## config.mk

```make
export PLATFORM = sky130hd
export DESIGN_NAME = uff_ctrl
export DESIGN_NICKNAME = d
export VERILOG_FILES = /design/src/include/uff_pkg.sv /design/src/logic/uff_ctrl.sv /design/src/logic/uff_event_flags.sv /design/src/logic/uff_occ_counter.sv
export SDC_FILE = /design/constraint.sdc
export NUM_CORES = 1
export LEC_CHECK = 0
export BUFFER_PORTS_ARGS = -buffer_cell sky130_fd_sc_hd__buf_2
export CAP_MARGIN = 20
export CORE_ASPECT_RATIO = 1.75
export CORE_MARGIN = 2
export CORE_UTILIZATION = 44
export CTS_CLUSTER_DIAMETER = 150
export DETAILED_ROUTE_END_ITERATION = 16
export PLACE_DENSITY = 0.7
export SKIP_LAST_GASP = 1
export SYNTH_ARGS = -nofsm -noshare
export SYNTH_HDL_FRONTEND = slang
export SYNTH_SLANG_ARGS = --single-unit
export TNS_END_PERCENT = 100
```

## constraint.sdc

```tcl
create_clock -name aclk -period 2.8 [get_ports aclk]
set_input_delay 0.28 -clock aclk [delete_from_list [all_inputs] [get_ports aclk]]
set_output_delay 0.28 -clock aclk [all_outputs]
set_load 0.05 [all_outputs]
```

## src/include/uff_pkg.sv

```systemverilog
// Package for the UART FIFO and DMA control slice: register map,
// field positions, reset values and trigger levels.
// Assumes a 32-bit AXI4-Lite register bus and 16-deep FIFOs.
package uff_pkg;
  // Register byte offsets
  localparam logic [3:0] OFF_SETUP   = 4'h0;
  localparam logic [3:0] OFF_STATE   = 4'h4;
  localparam logic [3:0] OFF_EVENTS  = 4'h8;
  localparam logic [3:0] OFF_MASK    = 4'hC;
  // Field positions of fifo_setup
  localparam int SETUP_FIFO_EN  = 0;
  localparam int SETUP_RX_FLUSH = 1;
  localparam int SETUP_TX_FLUSH = 2;
  localparam int SETUP_DMA_MODE = 3;
  localparam int SETUP_TRIG_LO  = 6;
  // Field positions of the state register
  localparam int STATE_FIFO_EN  = 0;
  localparam int STATE_DMA_MODE = 1;
  localparam int STATE_TRIG_LO  = 2;
  localparam int STATE_TX_LO    = 4;
  localparam int STATE_RX_LO    = 9;
  localparam int STATE_TX_SPACE_READY_N    = 14;
  localparam int STATE_RX_DATA_READY_N    = 15;
  // Event bits, shared by status and mask
  localparam int EV_TX_EMPTY = 0;
  localparam int EV_RX_TRIG  = 1;
  localparam int EV_RX_TOUT  = 2;
  localparam int EV_COUNT    = 3;
  // Widths and depths
  localparam int           CNT_W      = 5;
  localparam logic [4:0]   FIFO_DEPTH = 5'h10;
  localparam logic [4:0]   HOLD_DEPTH = 5'h01;
  // Receive trigger levels, in characters
  localparam logic [4:0]   TRIG_LVL_0 = 5'h01;
  localparam logic [4:0]   TRIG_LVL_1 = 5'h04;
  localparam logic [4:0]   TRIG_LVL_2 = 5'h08;
  localparam logic [4:0]   TRIG_LVL_3 = 5'h0E;
  // Reset values
  localparam logic [1:0]   TRIG_RESET = 2'h0;
  localparam logic [EV_COUNT-1:0] MASK_RESET = 3'h0;
  // Bus answers
  localparam logic [1:0]   RESP_OKAY   = 2'h0;
  localparam logic [1:0]   RESP_SLVERR = 2'h2;
endpackage

```

## src/logic/uff_ctrl.sv

```systemverilog
// UART FIFO enable, flush, receive threshold and DMA signalling control.
// Assumes FIFO storage, shifters and time-out timer live outside;
// their strobes arrive from logic on aclk.
// Summary of operation
// - Mode 0: transmit-ready low when transmit FIFO or holding register empty.
// - Mode 0: transmit-ready returns high once a character is written.
// - Mode 0: receive-ready low while at least one character waits.
// - Mode 0: receive-ready returns high only when no characters remain.
// - Mode 1: transmit interrupt event when transmit FIFO becomes empty.
// - Mode 1: transmit-ready low while space remains, high only when full.
// - Mode 1: receive event at trigger level; FIFO still fills until full.
// - Mode 1: receive-ready low at trigger level or on receive time-out.
// - Mode 1: receive-ready stays low until receive FIFO is empty.
// - Setup bits 7:6 select receive threshold; event when count equals it.
// - Setup bits 5:4 unused and zero.
// - Setup bit 3 selects DMA mode 0 or 1.
// - Setup bit 2 flushes the transmit FIFO, shift register untouched.
// - Transmit flush bit clears itself after the flush.
// - Threshold codes 0..3 mean 1, 4, 8, 14 characters.
// - Setup bit 0 enables FIFOs; other bits ignored unless it is one.
// - Setup bit 1 flushes the receive FIFO, then clears itself.
`timescale 1ns/1ns
module uff_ctrl
  import uff_pkg::*;
(
  // Clock and reset
  input  wire logic        aclk,
  input  wire logic        aresetn,
  // AXI4-Lite write channels
  input  wire logic [3:0]  s_axi_awaddr,
  input  wire logic        s_axi_awvalid,
  output logic             s_axi_awready,
  input  wire logic [31:0] s_axi_wdata,
  input  wire logic [3:0]  s_axi_wstrb,
  input  wire logic        s_axi_wvalid,
  output logic             s_axi_wready,
  output logic [1:0]       s_axi_bresp,
  output logic             s_axi_bvalid,
  input  wire logic        s_axi_bready,
  // AXI4-Lite read channels
  input  wire logic [3:0]  s_axi_araddr,
  input  wire logic        s_axi_arvalid,
  output logic             s_axi_arready,
  output logic [31:0]      s_axi_rdata,
  output logic [1:0]       s_axi_rresp,
  output logic             s_axi_rvalid,
  input  wire logic        s_axi_rready,
  // Strobes from the rest of the channel
  input  wire logic        tx_write,
  input  wire logic        tx_unload,
  input  wire logic        rx_load,
  input  wire logic        rx_read,
  input  wire logic        rx_timeout,
  // DMA handshake pins and interrupt
  output logic             tx_space_ready_n,
  output logic             rx_data_ready_n,
  output logic             irq
);
  // Bus slave state
  logic        aw_got_reg;
  logic        w_got_reg;
  logic [3:0]  aw_addr_reg;
  logic [31:0] w_data_reg;
  logic        w_lane0_reg;
  logic        do_write;
  logic        setup_wr;
  logic        rd_take;
  logic        ev_clear;
  logic [31:0] rdata_next;
  logic        rd_hit;
  // Control fields
  logic        fifo_en_reg;
  logic        dma_mode_reg;
  logic [1:0]  rx_fill_threshold_reg;
  logic        tx_queue_flush_reg;
  logic        rx_queue_flush_reg;
  logic [EV_COUNT-1:0] mask_reg;
  // Counters and derived state
  logic [4:0]  tx_cnt;
  logic [4:0]  rx_cnt;
  logic [4:0]  tx_prev_reg;
  logic [4:0]  rx_prev_reg;
  logic [4:0]  limit;
  logic [4:0]  level;
  logic        block_mode;
  logic        rx_armed_reg;
  logic        rx_armed_next;
  logic [EV_COUNT-1:0] ev_set;
  logic [EV_COUNT-1:0] ev_flags;

  assign do_write   = aw_got_reg && w_got_reg && !s_axi_bvalid;
  assign setup_wr   = do_write && (aw_addr_reg == OFF_SETUP) && w_lane0_reg;
  assign rd_take    = s_axi_arvalid && s_axi_arready;
  assign ev_clear   = rd_take && (s_axi_araddr == OFF_EVENTS);
  assign limit      = fifo_en_reg ? FIFO_DEPTH : HOLD_DEPTH;
  assign block_mode = fifo_en_reg && dma_mode_reg;

  // Write address and data are taken in either order
  always_ff @(posedge aclk) begin
    if (!aresetn) begin
      aw_got_reg    <= 1'b0;
      aw_addr_reg   <= 4'h0;
      s_axi_awready <= 1'b1;
    end else begin
      if (s_axi_awvalid && s_axi_awready) begin
        aw_got_reg    <= 1'b1;
        aw_addr_reg   <= s_axi_awaddr;
        s_axi_awready <= 1'b0;
      end
      if (do_write) begin
        aw_got_reg <= 1'b0;
      end
      if (s_axi_bvalid && s_axi_bready) begin
        s_axi_awready <= 1'b1;
      end
    end
  end

  always_ff @(posedge aclk) begin
    if (!aresetn) begin
      w_got_reg    <= 1'b0;
      w_data_reg   <= 32'h0000_0000;
      w_lane0_reg  <= 1'b0;
      s_axi_wready <= 1'b1;
    end else begin
      if (s_axi_wvalid && s_axi_wready) begin
        w_got_reg    <= 1'b1;
        w_data_reg   <= s_axi_wdata;
        w_lane0_reg  <= s_axi_wstrb[0];
        s_axi_wready <= 1'b0;
      end
      if (do_write) begin
        w_got_reg <= 1'b0;
      end
      if (s_axi_bvalid && s_axi_bready) begin
        s_axi_wready <= 1'b1;
      end
    end
  end

  // Response follows both halves; unmapped and read-only offsets error
  always_ff @(posedge aclk) begin
    if (!aresetn) begin
      s_axi_bvalid <= 1'b0;
      s_axi_bresp  <= RESP_OKAY;
    end else if (do_write) begin
      s_axi_bvalid <= 1'b1;
      s_axi_bresp  <= (aw_addr_reg == OFF_SETUP ||
                       aw_addr_reg == OFF_MASK) ? RESP_OKAY : RESP_SLVERR;
    end else if (s_axi_bready) begin
      s_axi_bvalid <= 1'b0;
    end
  end

  // Setup fields other than the enable bit stay put unless the enable bit comes with the write
  always_ff @(posedge aclk) begin
    if (!aresetn) begin
      fifo_en_reg           <= 1'b0;
      dma_mode_reg          <= 1'b0;
      rx_fill_threshold_reg <= TRIG_RESET;
      tx_queue_flush_reg    <= 1'b0;
      rx_queue_flush_reg    <= 1'b0;
    end else begin
      tx_queue_flush_reg <= 1'b0;
      rx_queue_flush_reg <= 1'b0;
      if (setup_wr) begin
        fifo_en_reg <= w_data_reg[SETUP_FIFO_EN];
        if (w_data_reg[SETUP_FIFO_EN]) begin
          dma_mode_reg          <= w_data_reg[SETUP_DMA_MODE];
          rx_fill_threshold_reg <=
            w_data_reg[SETUP_TRIG_LO +: 2];
          tx_queue_flush_reg    <= w_data_reg[SETUP_TX_FLUSH];
          rx_queue_flush_reg    <= w_data_reg[SETUP_RX_FLUSH];
        end
      end
    end
  end

  always_ff @(posedge aclk) begin
    if (!aresetn) begin
      mask_reg <= MASK_RESET;
    end else if (do_write && aw_addr_reg == OFF_MASK && w_lane0_reg) begin
      mask_reg <= w_data_reg[EV_COUNT-1:0];
    end
  end

  // Threshold decode
  always_comb begin
    case (rx_fill_threshold_reg)
      2'h0:    level = TRIG_LVL_0;
      2'h1:    level = TRIG_LVL_1;
      2'h2:    level = TRIG_LVL_2;
      2'h3:    level = TRIG_LVL_3;
      default: level = TRIG_LVL_0;
    endcase
  end

  // Read data; setup is write-only and reads zero, as do bits 5:4
  always_comb begin
    rdata_next = 32'h0000_0000;
    rd_hit     = 1'b1;
    case (s_axi_araddr)
      OFF_SETUP: rdata_next = 32'h0000_0000;
      OFF_STATE: begin
        rdata_next[STATE_FIFO_EN]       = fifo_en_reg;
        rdata_next[STATE_DMA_MODE]      = dma_mode_reg;
        rdata_next[STATE_TRIG_LO +: 2]  = rx_fill_threshold_reg;
        rdata_next[STATE_TX_LO +: 5]    = tx_cnt;
        rdata_next[STATE_RX_LO +: 5]    = rx_cnt;
        rdata_next[STATE_TX_SPACE_READY_N]         = tx_space_ready_n;
        rdata_next[STATE_RX_DATA_READY_N]         = rx_data_ready_n;
      end
      OFF_EVENTS: rdata_next[EV_COUNT-1:0] = ev_flags;
      OFF_MASK:   rdata_next[EV_COUNT-1:0] = mask_reg;
      default:    rd_hit = 1'b0;
    endcase
  end

  always_ff @(posedge aclk) begin
    if (!aresetn) begin
      s_axi_arready <= 1'b1;
      s_axi_rvalid  <= 1'b0;
      s_axi_rdata   <= 32'h0000_0000;
      s_axi_rresp   <= RESP_OKAY;
    end else if (rd_take) begin
      s_axi_arready <= 1'b0;
      s_axi_rvalid  <= 1'b1;
      s_axi_rdata   <= rdata_next;
      s_axi_rresp   <= rd_hit ? RESP_OKAY : RESP_SLVERR;
    end else if (s_axi_rvalid && s_axi_rready) begin
      s_axi_arready <= 1'b1;
      s_axi_rvalid  <= 1'b0;
    end
  end

  // Flushes reset only the counters; shifters are outside this slice
  uff_occ_counter #(.W(CNT_W)) u_tx_cnt (
    .aclk    (aclk),
    .aresetn (aresetn),
    .flush   (tx_queue_flush_reg),
    .push    (tx_write),
    .pop     (tx_unload),
    .limit   (limit),
    .count   (tx_cnt)
  );

  uff_occ_counter #(.W(CNT_W)) u_rx_cnt (
    .aclk    (aclk),
    .aresetn (aresetn),
    .flush   (rx_queue_flush_reg),
    .push    (rx_load),
    .pop     (rx_read),
    .limit   (limit),
    .count   (rx_cnt)
  );

  always_ff @(posedge aclk) begin
    if (!aresetn) begin
      tx_prev_reg <= 5'h00;
      rx_prev_reg <= 5'h00;
    end else begin
      tx_prev_reg <= tx_cnt;
      rx_prev_reg <= rx_cnt;
    end
  end

  // Edge-detected so a FIFO parked at a level raises one event only
  always_comb begin
    ev_set              = '0;
    ev_set[EV_TX_EMPTY] = (tx_prev_reg != 5'h00) && (tx_cnt == 5'h00);
    ev_set[EV_RX_TRIG]  = fifo_en_reg && (rx_cnt == level) &&
                          (rx_prev_reg != level);
    ev_set[EV_RX_TOUT]  = rx_timeout;
  end

  uff_event_flags #(.N(EV_COUNT)) u_events (
    .aclk    (aclk),
    .aresetn (aresetn),
    .set     (ev_set),
    .clear   (ev_clear),
    .mask    (mask_reg),
    .flags   (ev_flags),
    .irq     (irq)
  );

  // Block mode receive latch: armed at threshold or time-out
  always_comb begin
    if (rx_cnt >= level || rx_timeout) begin
      rx_armed_next = 1'b1;
    end else if (rx_cnt == 5'h00) begin
      rx_armed_next = 1'b0;
    end else begin
      rx_armed_next = rx_armed_reg;
    end
  end

  always_ff @(posedge aclk) begin
    if (!aresetn) begin
      rx_armed_reg <= 1'b0;
    end else begin
      rx_armed_reg <= rx_armed_next;
    end
  end

  // Pins lag the counters by one cycle to come straight from flops
  always_ff @(posedge aclk) begin
    if (!aresetn) begin
      tx_space_ready_n <= 1'b0;
      rx_data_ready_n  <= 1'b1;
    end else if (block_mode) begin
      tx_space_ready_n <= (tx_cnt >= FIFO_DEPTH);
      rx_data_ready_n  <= !rx_armed_next;
    end else begin
      tx_space_ready_n <= (tx_cnt != 5'h00);
      rx_data_ready_n  <= (rx_cnt == 5'h00);
    end
  end
endmodule

```

## src/logic/uff_event_flags.sv

```systemverilog
// Sticky event flags with mask and one level interrupt.
// Assumes clear is a one-cycle pulse from a status read.
`timescale 1ns/1ns
module uff_event_flags
  import uff_pkg::*;
#(
  parameter int N = EV_COUNT
) (
  // Clock and reset
  input  wire logic         aclk,
  input  wire logic         aresetn,
  // Events and software side
  input  wire logic [N-1:0] set,
  input  wire logic         clear,
  input  wire logic [N-1:0] mask,
  // Outputs
  output logic      [N-1:0] flags,
  output logic              irq
);
  logic [N-1:0] flags_next;

  // Set wins over a read clear in the same cycle, so no event is lost
  always_comb begin
    flags_next = (clear ? '0 : flags) | set;
  end

  always_ff @(posedge aclk) begin
    if (!aresetn) begin
      flags <= '0;
      irq   <= 1'b0;
    end else begin
      flags <= flags_next;
      irq   <= |(flags_next & mask);
    end
  end
endmodule

```

## src/logic/uff_occ_counter.sv

```systemverilog
// Occupancy counter for one FIFO: counts characters held.
// Assumes push and pop come from logic on the same clock.
`timescale 1ns/1ns
module uff_occ_counter
  import uff_pkg::*;
#(
  parameter int W = CNT_W
) (
  // Clock and reset
  input  wire logic         aclk,
  input  wire logic         aresetn,
  // Control
  input  wire logic         flush,
  input  wire logic         push,
  input  wire logic         pop,
  input  wire logic [W-1:0] limit,
  // State
  output logic      [W-1:0] count
);
  logic full;
  logic empty;

  assign full  = (count >= limit);
  assign empty = (count == '0);

  // Pushes past the limit are dropped; no overrun flag is kept
  always_ff @(posedge aclk) begin
    if (!aresetn || flush) begin
      count <= '0;
    end else if ((push && !full) && !(pop && !empty)) begin
      count <= count + W'(1);
    end else if (!(push && !full) && (pop && !empty)) begin
      count <= count - W'(1);
    end
  end
endmodule
```

==> impl_results.md, run 1 <==
- Combined global-route utilization of all metal layers: 18.10%
- Arrival time at the worst endpoint: 3040 ps
- RSZ-0062 raised after global routing: yes
- Part of the total power dissipated in combinational logic: 34.4%
- Most common cell after layout, fill and taps aside: sky130_fd_sc_hd__dfxtp_1
- Clock period minus final worst setup slack: 2778 ps
- Antenna violations before repair: 0
- Worst hold margin: 206.7 ps
- Number of top-level pins: 100
- TritonCTS clock tree: done
- Normalized max-slew margin: 41.44%
- Post-layout net count: 514
- Std-Cell Rows: 42
- CTS sink count: 72
- Cell-internal power: 2.501 mW
- Top-area cell type share of the netlist area: 42.43%
- Placed cell count: 516
- Post-layout utilization of the core: 55.14%
- Critical path required time: 3060 ps
- DRC Markers: 0
- Buffers inserted during post-CTS setup optimization: 0
- Top Family by Delay on Critical Path: simple AND/OR/NAND/NOR gates
- Maximum fanout encountered on the critical timing path: 3
- Final weighted congestion in routability-driven placement: 0.8773
- Clock-pin slew on the worst setup and hold paths: 60 ps
- Antenna Diode Count: 0
- Sum of buffers and inverters on the critical path: 1
- Number of failing hold endpoints at the final stage: 0
- Full die area: 8467 sq um
- Net switching power: 1.180 mW
- Hold Path Class: in2reg
- Fraction of the yosys area taken by sequential cells: 42.43%
- Share of post-route cells with drive strength above 1: 25.45%
- Number of warning messages in the yosys log: 0
- Library cell with the largest summed area after synthesis: sky130_fd_sc_hd__dfxtp_1
- Initial standard-cell utilization of the core: 45.20%
- Estimated wirelength of the detail-placed design: 5.407 mm
- Top library cells by usage in the layout, fill and taps aside: 70 x sky130_fd_sc_hd__dfxtp_1, 52 x sky130_fd_sc_hd__buf_2, 36 x sky130_fd_sc_hd__nand2_1, 20 x sky130_fd_sc_hd__buf_4, 19 x sky130_fd_sc_hd__nor2b_1
- Detailed-route vias per instance: 5.107
- P&R area growth vs syn: 21.99%
- Cell variety after synth: 54
- Leakage: 1.832 nW
- Initial detailed-routing violation count: 167
- Setup Total Neg Slack: 0 ps
- Sequential fraction of design power: 32.8%
- Final wirelength: 7.311 mm
- First-pass GRT wire length: 12.10 mm
- Type of the setup path with the least slack: reg2reg
- Overflow left after global routing: 0
- Total number of H-tree levels: 3
- Area of the mapped netlist: 3397 sq um
- Synthesized area per cell: 9.156 sq um
- Count of final setup violators: 0
- Largest vdd supply drop: 0.6417 mV
- Pins over their slew limit: 0
- Power share of the clock group: 32.9%
- Critical path endpoint category: flop
- #FFs+latches synth: 72
- Synthesized instance count: 371
- Bufs on Longest Clock Path: 2
- Slowest-stage cell, CP: sky130_fd_sc_hd__or3_1
- Detailed-route via count: 2,717
- Transition time of the tightest slew-check pin: 874.6 ps
- Via count of the first global-routing pass: 2,664
- Routed wirelength normalized by instance count: 13.74 microns
- Largest cells by area after synthesis: sky130_fd_sc_hd__dfxtp_1 42%, sky130_fd_sc_hd__ha_1 6.3%, sky130_fd_sc_hd__buf_4 4.2%, sky130_fd_sc_hd__nand2_1 4.0%, sky130_fd_sc_hd__a22oi_1 3.8%
- Result of the run: finished clean
- Switching Share: 32.05%
- Std-Cell Core Area: 7515 sq um
- Max reg flops: 16
- Power per cell area: 888.3 nW/um^2
- Post-route insts no fill: 532
- Stage delay of the slowest cell on the critical path: 410 ps
- Type of origin of the critical path: flop
- TritonCTS buffer count: 9
- Achievable frequency: 359.9 MHz
- Width of the chip: 70.42 microns
- Clock latency reported for the late side of the worst-skew pair: 330 ps
- PortBufs: 52
- Chip height: 120.2 microns
- Number of nets with antenna violations after detailed routing: 0
- Crit path cell chain: or3_1, o31a_1, nor3b_2, ha_2, inv_1, fa_2, a21o_1, a21oi_2, xnor2_2, or3_1, a21oi_2
- Clock Tree Root: sky130_fd_sc_hd__clkbuf_16
- Final worst clock skew: 5.986 ps
- Number of maximum-capacitance violations: 0
- Largest net degree at the start of global routing: 47
- First-pass detailed-route iteration total: 4
- Period Utilization, post-route: 99.23%
==> synth_stat cells, drive strengths merged <==
library cell and n:
o31ai 2, buf 21, or2 1, o21a 1
nand2b 6, clkbuf 11, dfxtp 72, inv 15
and3b 1, o211a 1, o211ai 1, nor2 17
nor2b 19, or3 5, and2b 1, and4b 1
fa 2, nand3b 1, a31oi 3, a221o 1
and2 15, mux2 1, nor3b 3, xor2 6
or4 1, a21oi 13, nand3 17, conb 1
o21ai 15, o31a 2, nor4 1, and3 4
ha 17, or4b 1, xnor2 5, a21boi 17
a21o 4, nor4b 2, a22oi 17, nand2 37
nor3 3, mux2i 6, a2111oi 1
==> timing repair <==
action                                 in CTS  in global routing
gates resized for setup                     8                  1
hold buffers                                0                  0
setup endpoints to repair                   2                  3
pin swaps                                   4                  3
endpoints found under the hold margin       0                  0
==> metrics by stage <==
step           power, mW  instance area, sq um  setup slack, ps
4_1_cts            3.714                  4143           -11.85
2_1_floorplan      2.114                  3465            30.21
3_5_place_dp       2.440                  3791           -77.88
5_1_grt            3.898                  4144           -80.44
3_3_place_gp       2.407                  3791           -55.50
6_report           3.681                  4144            21.64
==> final timing paths <==
kind / startpoint / cells past startpoint / slack, ps / to
setup / recovery: u_tx_cnt.count[1] / 11 / 20 / u_tx_cnt.count[4]
hold reg to reg: aw_addr_reg[0] / 2 / 460 / aw_addr_reg[0]
setup reg to reg: u_tx_cnt.count[1] / 11 / 20 / u_tx_cnt.count[4]
hold / removal: s_axi_wstrb[0] / 3 / 210 / w_lane0_reg
==> worst reg2reg max path, cell delays in order, from the launching register on <==
cell,delay [ps]
sky130_fd_sc_hd__dfxtp_1,310
sky130_fd_sc_hd__or3_1,410
sky130_fd_sc_hd__o31a_1,270
sky130_fd_sc_hd__nor3b_2,220
sky130_fd_sc_hd__ha_2,220
sky130_fd_sc_hd__inv_1,80
sky130_fd_sc_hd__fa_2,350
sky130_fd_sc_hd__a21o_1,170
sky130_fd_sc_hd__a21oi_2,160
sky130_fd_sc_hd__xnor2_2,80
sky130_fd_sc_hd__or3_1,330
sky130_fd_sc_hd__a21oi_2,120
==> per-layer routing <==
layer	routed length, microns	track usage [%]
met4	136	7.332
met1	2826	19.22
met5	0	0
met2	3994	34.02
met3	354	3.583
==> cell families after synthesis <==
logic type | share of synthesized area [%]
AOI/OAI and AO/OA | 15.51
xor gates and xnor gates | 2.836
adders and majority gates | 7.440
buffers and inverters | 7.366
DFF | 42.43
muxes | 2.099
other | 0.1104
and+or+nand+nor | 22.21
==> cell type report <==
type,count,area [sq um]
fill,689,3371
multi-input combinational,269,1802
tap,88,110.1
inverter,15,56.30
clock buffer,9,225.2
clock inverter,7,96.34
sequential,72,1444
timing repair buffer,72,410.4
==> power groups by stage <==
stage / Combinational, mW / Clock [mW] / Sequential [mW]
final: 1.27 / 1.21 / 1.21
after global routing: 1.42 / 1.26 / 1.22
after CTS: 1.28 / 1.22 / 1.21
after detailed placement: 1.21 / 0 / 1.23
after global placement: 1.19 / 0 / 1.22
after floorplan: 0.802 / 0 / 1.31
No activity file was read; power rests on OpenSTA's default activity.
==> run 2: changes to the inputs <==
Settings changed: CTS_BUF_LIST from default to sky130_fd_sc_hd__clkbuf_8.
==> run 2 against run 1 <==
Largest power group unchanged. Total power shrank 7.5%. Worst setup slack gained 89 ps. Global-route usage shrank 0.60 points. Highest routed layer unchanged.
==> impl_results.md, run 2 (synthesis gave the netlist of run 1 again) <==
- Arrival time at the worst endpoint: 2970 ps (-70 ps)
- Slowest-stage cell, CP: sky130_fd_sc_hd__or3_1
- Total number of H-tree levels: 3 (unchanged)
- Normalized max-slew margin: 42.21% (+0.78 points)
- Bufs on Longest Clock Path: 2 (unchanged)
- Setup Total Neg Slack: 0 ps (unchanged)
- Max reg flops: 16 (unchanged)
- Final weighted congestion in routability-driven placement: 0.8773 (unchanged)
- Antenna violations before repair: 0 (unchanged)
- Placed cell count: 516 (unchanged)
- Power per cell area: 832.6 nW/um^2 (-6.3%)
- Most common cell after layout, fill and taps aside: sky130_fd_sc_hd__dfxtp_1
- Placed instance area: 3791 sq um (unchanged)
- P&R area growth vs syn: 20.33%
- RSZ-0062 raised after global routing: no
- Power share of the clock group: 26.3% (-6.6 points)
- Width of the chip: 70.42 microns (unchanged)
- Maximum fanout encountered on the critical timing path: 3 (unchanged)
- Std-Cell Core Area: 7515 sq um (unchanged)
- Antenna Diode Count: 0 (unchanged)
- Final wirelength: 7.205 mm (-1.4%)
- Critical path endpoint category: flop
- Hold Path Class: in2reg
- DRC Markers: 0 (unchanged)
- Type of origin of the critical path: flop
- Sequential fraction of design power: 35.4% (+2.6 points)
- Internal reg-to-reg setup slack: 110 ps (+90 ps)
- Overflow left after global routing: 0 (unchanged)
- End of the worst register-to-register path: u_tx_cnt.count[4]
- Top library cells by usage in the layout, fill and taps aside: 69 x sky130_fd_sc_hd__dfxtp_1, 52 x sky130_fd_sc_hd__buf_2, 36 x sky130_fd_sc_hd__nand2_1, 20 x sky130_fd_sc_hd__buf_4
- Number of maximum-capacitance violations: 0 (unchanged)
- Combined global-route utilization of all metal layers: 17.49% (-0.60 points)
- Type of the setup path with the least slack: reg2reg
- Transition time of the tightest slew-check pin: 863.0 ps (-11.59 ps)
- Routed wirelength normalized by instance count: 13.54 microns (-1.4%)
- Post-layout net count: 514 (unchanged)
- Number of nets with antenna violations after detailed routing: 0 (unchanged)
- Final std cell area, no fill: 4088 sq um (-1.4%)
- Share of post-route cells with drive strength above 1: 27.25% (+1.8 points)
- Largest net degree at the start of global routing: 47 (unchanged)
- Clock period minus final worst setup slack: 2690 ps (-88.55 ps)
- Post-layout utilization of the core: 54.40% (-0.75 points)
- Chip height: 120.2 microns (unchanged)
- Buffers inserted during post-CTS setup optimization: 0 (unchanged)
- TritonCTS buffer count: 9 (unchanged)
- Period Utilization, post-route: 96.06% (-3.2 points)
- Number of top-level pins: 100 (unchanged)
- Critical path required time: 3080 ps (+20 ps)
- Part of the total power dissipated in combinational logic: 38.3% (+3.9 points)
- Clock Tree Root: sky130_fd_sc_hd__clkbuf_8
- Full die area: 8467 sq um (unchanged)
- Clock latency reported for the late side of the worst-skew pair: 350 ps (+20 ps)
- First-pass GRT wire length: 11.75 mm (-2.9%)
- Cell-internal power: 2.249 mW (-10%)
- Post-route insts no fill: 532 (unchanged)
- TritonCTS clock tree: done
- Hold Startpoint: s_axi_wstrb[0]
- Achievable frequency: 371.8 MHz (+3.3%)
- Final worst clock skew: 6.406 ps (+0.4198 ps)
- Count of final setup violators: 0 (unchanged)
- Estimated wirelength of the detail-placed design: 5.407 mm (unchanged)
- Pins over their slew limit: 0 (unchanged)
- Number of failing hold endpoints at the final stage: 0 (unchanged)
- Worst slack after detailed placement: -77.88 ps (unchanged)
- Total of hold buffers inserted after clock tree synthesis: 0 (unchanged)
- Std-Cell Rows: 42 (unchanged)
- Leakage: 1.788 nW (-2.4%)
- Clock-pin slew on the worst setup and hold paths: 70 ps (about the same)
- Detailed-route via count: 2,696 (-0.77%)
- Initial standard-cell utilization of the core: 45.20% (unchanged)
- Crit path cell chain: or3_1, o31a_1, nor3b_2, ha_2, inv_2, fa_2, a21o_1, a21oi_2, xnor2_2, or3_1, a21oi_1
- Net switching power: 1.154 mW (-2.1%)
- Result of the run: finished clean
- CTS sink count: 72 (unchanged)
- PortBufs: 52 (unchanged)
- Initial detailed-routing violation count: 165 (-1.2%)
- End of the worst hold path: w_lane0_reg
- Switching Share: 33.92% (+1.9 points)
- Critical register-to-register path startpoint: u_tx_cnt.count[1]
- First-pass detailed-route iteration total: 4 (unchanged)
- Via count of the first global-routing pass: 2,622 (-1.6%)
- Cell depth of the worst flop-to-flop path: 11 (unchanged)
- Detailed-route vias per instance: 5.068 (-0.77%)
- WHS Path Cells: 3 (unchanged)
- Largest vdd supply drop: 0.5236 mV (-18%)
- Post-route setup slack: 110.2 ps (+88.55 ps)
- Most used cell along the critical path: sky130_fd_sc_hd__or3_1
- Stage delay of the slowest cell on the critical path: 410 ps (about the same)
run 2: cell count changes in the layout (fill, tap and decap cells not counted), moves of 2 or more:
cell,delta
sky130_fd_sc_hd__clkbuf_8,+9
sky130_fd_sc_hd__ha_1,-4
sky130_fd_sc_hd__inv_1,-2
sky130_fd_sc_hd__ha_4,+3
sky130_fd_sc_hd__clkbuf_16,-9
sky130_fd_sc_hd__inv_2,+2
run 2: worst max-delay path: cells and delay by family (launching register included):
family	cells	cell delay, ps
DFF	1	310
xor gates and xnor gates	1	80
AOI/OAI and AO/OA	4	720
adders and majority gates	2	550
and+or+nand+nor	3	920
buffers and inverters	1	50
run 2: area by class of cell:
| type | instances | area, sq um |
|---|---|---|
| repair buffers | 72 | 410.4 |
| flip-flops and latches | 72 | 1445 |
| fillers | 702 | 3427 |
| multi-input cells | 269 | 1846 |
| inverters | 15 | 56.30 |
| well taps | 88 | 110.1 |
| clock buffers | 9 | 123.9 |
| clock inverters | 7 | 96.34 |
run 2: power groups by stage:
stage,clock [mW],combinational [mW],sequential [mW]
floorplan,0,0.802,1.31
global placement,0,1.19,1.22
detailed placement,0,1.21,1.23
CTS,0.909,1.24,1.20
global route,0.949,1.45,1.22
finish,0.896,1.30,1.20
run 2: worst max-delay path by stage:
stage / from / endpoint / cells after the start
6_report: u_tx_cnt.count[1] / u_tx_cnt.count[4] / 11
3_5_place_dp: fifo_en_reg / u_tx_cnt.count[4] / 12
3_3_place_gp: fifo_en_reg / u_tx_cnt.count[4] / 12
4_1_cts: fifo_en_reg / u_tx_cnt.count[4] / 12
5_1_grt: fifo_en_reg / u_tx_cnt.count[4] / 12
2_1_floorplan: u_tx_cnt.count[0] / u_tx_cnt.count[4] / 12
run 2: stage by stage:
step / power (mW) / hold slack, ps
6_report: 3.403 / 186.0
4_1_cts: 3.348 / 182.9
3_5_place_dp: 2.440 / 457.2
2_1_floorplan: 2.114 / 380.4
5_1_grt: 3.615 / 201.4
3_3_place_gp: 2.407 / 454.4
run 2: layer usage:
metal	vias up	part of all wire [%]	GRT usage, %
met1	1236	39	18.86
met3	17	4.8	3.417
met2	66	53	32.19
met5	-	0	0
li1	1377	-	-
met4	0	2.5	7.933
run 2: repair_timing:
action / in CTS / in global routing
pin swaps: 0 / 6
hold endpoints to repair: 0 / 0
resized for setup: 2 / 15
setup endpoints to repair: 2 / 2
==> run 3: changes to the inputs <==
Settings changed: PLACE_DENSITY 0.7 to default, PLACE_DENSITY_LB_ADDON from default to 0.2.
==> run 3 against run 2 <==
Sequential share of layout area grew 0.31 points. First-iteration DRC count is 42% lower. Via count rose by 0.37%. Critical endpoint unchanged.
==> impl_results.md, run 3 (synthesis gave the netlist of run 1 again) <==
- Top library cells by usage in the layout, fill and taps aside: 70 x sky130_fd_sc_hd__dfxtp_1, 52 x sky130_fd_sc_hd__buf_2, 36 x sky130_fd_sc_hd__nand2_1, 25 x sky130_fd_sc_hd__buf_4, 19 x sky130_fd_sc_hd__nor2b_1
- Leakage: 1.789 nW (about the same)
- Antenna violations before repair: 0 (unchanged)
- Register Area: 1444 sq um (about the same)
- Max reg flops: 16 (unchanged)
- Detailed-route via count: 2,706 (+0.37%)
- Filler Cell Count: 710 (+1.1%)
- Chip height: 120.2 microns (unchanged)
- Number of top-level pins: 100 (unchanged)
- Final wirelength: 7.219 mm (+0.19%)
- Crit path cell chain: inv_2, ha_1, o31a_1, nor3b_2, ha_2, inv_2, fa_2, a21o_1, a21oi_2, xnor2_1, or3_1, a21oi_1
- Setup Total Neg Slack: 0 ps (unchanged)
- Worst slack after detailed placement: -116.9 ps (-39.06 ps)
- PortBufs: 52 (unchanged)
- Initial standard-cell utilization of the core: 45.20% (unchanged)
- Internal reg-to-reg setup slack: 110 ps (about the same)
- Via count of the first global-routing pass: 2,529 (-3.5%)
- Post-layout net count: 519 (+0.97%)
- Full die area: 8467 sq um (unchanged)
- Normalized max-slew margin: 47.03% (+4.8 points)
- Final worst clock skew: 6.546 ps (+0.1405 ps)
- Post-route setup slack: 111.0 ps (+0.7950 ps)
- Hold Startpoint: s_axi_awaddr[3]
- TritonCTS clock tree: done
- Routed wirelength normalized by instance count: 13.44 microns (-0.74%)
- Clock period minus final worst setup slack: 2689 ps (-0.7950 ps)
- Clock latency reported for the late side of the worst-skew pair: 340 ps (about the same)
- Result of the run: finished clean
- Combined global-route utilization of all metal layers: 17.58% (+0.092 points)
- Type of the setup path with the least slack: reg2reg
- WHS Path Cells: 3 (unchanged)
- Slowest-stage cell, CP: sky130_fd_sc_hd__fa_2
- Hold Path Class: in2reg
- Total of hold buffers inserted after clock tree synthesis: 0 (unchanged)
- Std-Cell Rows: 42 (unchanged)
- Cell depth of the worst flop-to-flop path: 12 (+1)
- Arrival time at the worst endpoint: 2960 ps (about the same)
- First-pass GRT wire length: 11.70 mm (-0.47%)
- Overflow left after global routing: 0 (unchanged)
- P&R area growth vs syn: 19.19%
- CTS sink count: 72 (unchanged)
- Final weighted congestion in routability-driven placement: 0.9262 (+5.6%)
- Clock Tree Root: sky130_fd_sc_hd__clkbuf_8
- Post-route insts no fill: 537 (+0.94%)
- Number of failing hold endpoints at the final stage: 0 (unchanged)
- Critical path required time: 3070 ps (about the same)
- First-pass detailed-route iteration total: 4 (unchanged)
- Std-Cell Core Area: 7515 sq um (unchanged)
- Most common cell after layout, fill and taps aside: sky130_fd_sc_hd__dfxtp_1
- Period Utilization, post-route: 96.04% (about the same)
- Transition time of the tightest slew-check pin: 774.5 ps (-88.53 ps)
- Critical path endpoint category: flop
- Antenna Diode Count: 0 (unchanged)
- Stage delay of the slowest cell on the critical path: 370 ps (-40 ps)
- Largest vdd supply drop: 0.3824 mV (-27%)
- Initial detailed-routing violation count: 96 (-42%)
- Share of post-route cells with drive strength above 1: 26.50% (-0.75 points)
- Total number of H-tree levels: 3 (unchanged)
- Detailed-route vias per instance: 5.039 (-0.56%)
- End of the worst register-to-register path: u_tx_cnt.count[4]
- Power per cell area: 791.8 nW/um^2 (-4.9%)
- Bufs on Longest Clock Path: 2 (unchanged)
- Placed cell count: 520 (+0.78%)
- Type of origin of the critical path: flop
- Most used cell along the critical path: sky130_fd_sc_hd__inv_2
- Placed instance area: 3821 sq um (+0.79%)
- Width of the chip: 70.42 microns (unchanged)
- RSZ-0062 raised after global routing: yes
- Critical register-to-register path startpoint: fifo_en_reg
- DRC Markers: 0 (unchanged)
- Estimated wirelength of the detail-placed design: 5.370 mm (-0.68%)
- TritonCTS buffer count: 9 (unchanged)
- Final std cell area, no fill: 4049 sq um (-0.95%)
- Count of final setup violators: 0 (unchanged)
- Number of nets with antenna violations after detailed routing: 0 (unchanged)
- Pins over their slew limit: 0 (unchanged)
- Clock-pin slew on the worst setup and hold paths: 70 ps (about the same)
- End of the worst hold path: aw_addr_reg[3]
- Maximum fanout encountered on the critical timing path: 4 (+1)
- Largest net degree at the start of global routing: 46 (-2.1%)
- Total area of multi-input combinational cells: 1826 sq um (-1.1%)
- Number of maximum-capacitance violations: 0 (unchanged)
- Achievable frequency: 371.9 MHz (about the same)
-- run 3: area by class of cell --
class / count / area share [%]
Multi-Input combinational cell: 269 / 45.09
Sequential cell: 72 / 35.66
Timing Repair Buffer: 77 / 11.06
Clock buffer: 10 / 3.399
Tap cell: 88 / 2.719
Inverter: 15 / 1.391
Clock inverter: 6 / 0.6799
-- run 3: worst max path at each step --
| stage | cells past startpoint | end | slack, ps | start |
|---|---|---|---|---|
| 2_1_floorplan | 12 | u_tx_cnt.count[4] | 30 | u_tx_cnt.count[0] |
| 3_3_place_gp | 12 | u_tx_cnt.count[4] | -30 | fifo_en_reg |
| 3_5_place_dp | 12 | u_tx_cnt.count[4] | -120 | fifo_en_reg |
| 4_1_cts | 12 | u_tx_cnt.count[4] | -20 | fifo_en_reg |
| 5_1_grt | 12 | u_tx_cnt.count[4] | -30 | fifo_en_reg |
| 6_report | 12 | u_tx_cnt.count[4] | 110 | fifo_en_reg |
-- run 3: critical path, delay by kind of cell (launching register included) --
kind	cells	cell delay [ps]
adders and majority gates	3	880
AOI/OAI and AO/OA	4	740
and+or+nand+nor	2	460
DFF	1	330
buffers and inverters	2	120
xor gates and xnor gates	1	80
-- run 3: metrics by stage --
stage	utilization, %	hold WS, ps	power, mW
final	53.88	193.1	3.206
after global routing	53.88	187.9	3.446
after CTS	53.30	179.9	3.199
after detailed placement	50.85	458.9	2.468
after global placement	50.85	453.2	2.433
after floorplan	-	380.4	2.114
-- run 3: what timing repair did --
| item | CTS | global route |
|---|---|---|
| resized for setup | 5 | 7 |
| setup endpoints to repair | 2 | 3 |
| pin swaps | 1 | 6 |
| setup buffers | 0 | 1 |
-- run 3: metal layers --
layer	share of wire [%]	wire length (microns)	global-route usage [%]	up-vias
li1	-	-	-	1387
met5	0	0	0	-
met1	41	2984	19.41	1241
met2	53	3830	31.66	66
met4	1.7	125	7.212	0
met3	3.9	278	4.250	12
-- run 3: report_power, final --
| part | switching, mW | internal [mW] |
|---|---|---|
| Combinational | 0.689 | 0.622 |
| Sequential | 0.0630 | 1.14 |
| Clock | 0.361 | 0.333 |
| Total | 1.11 | 2.09 |
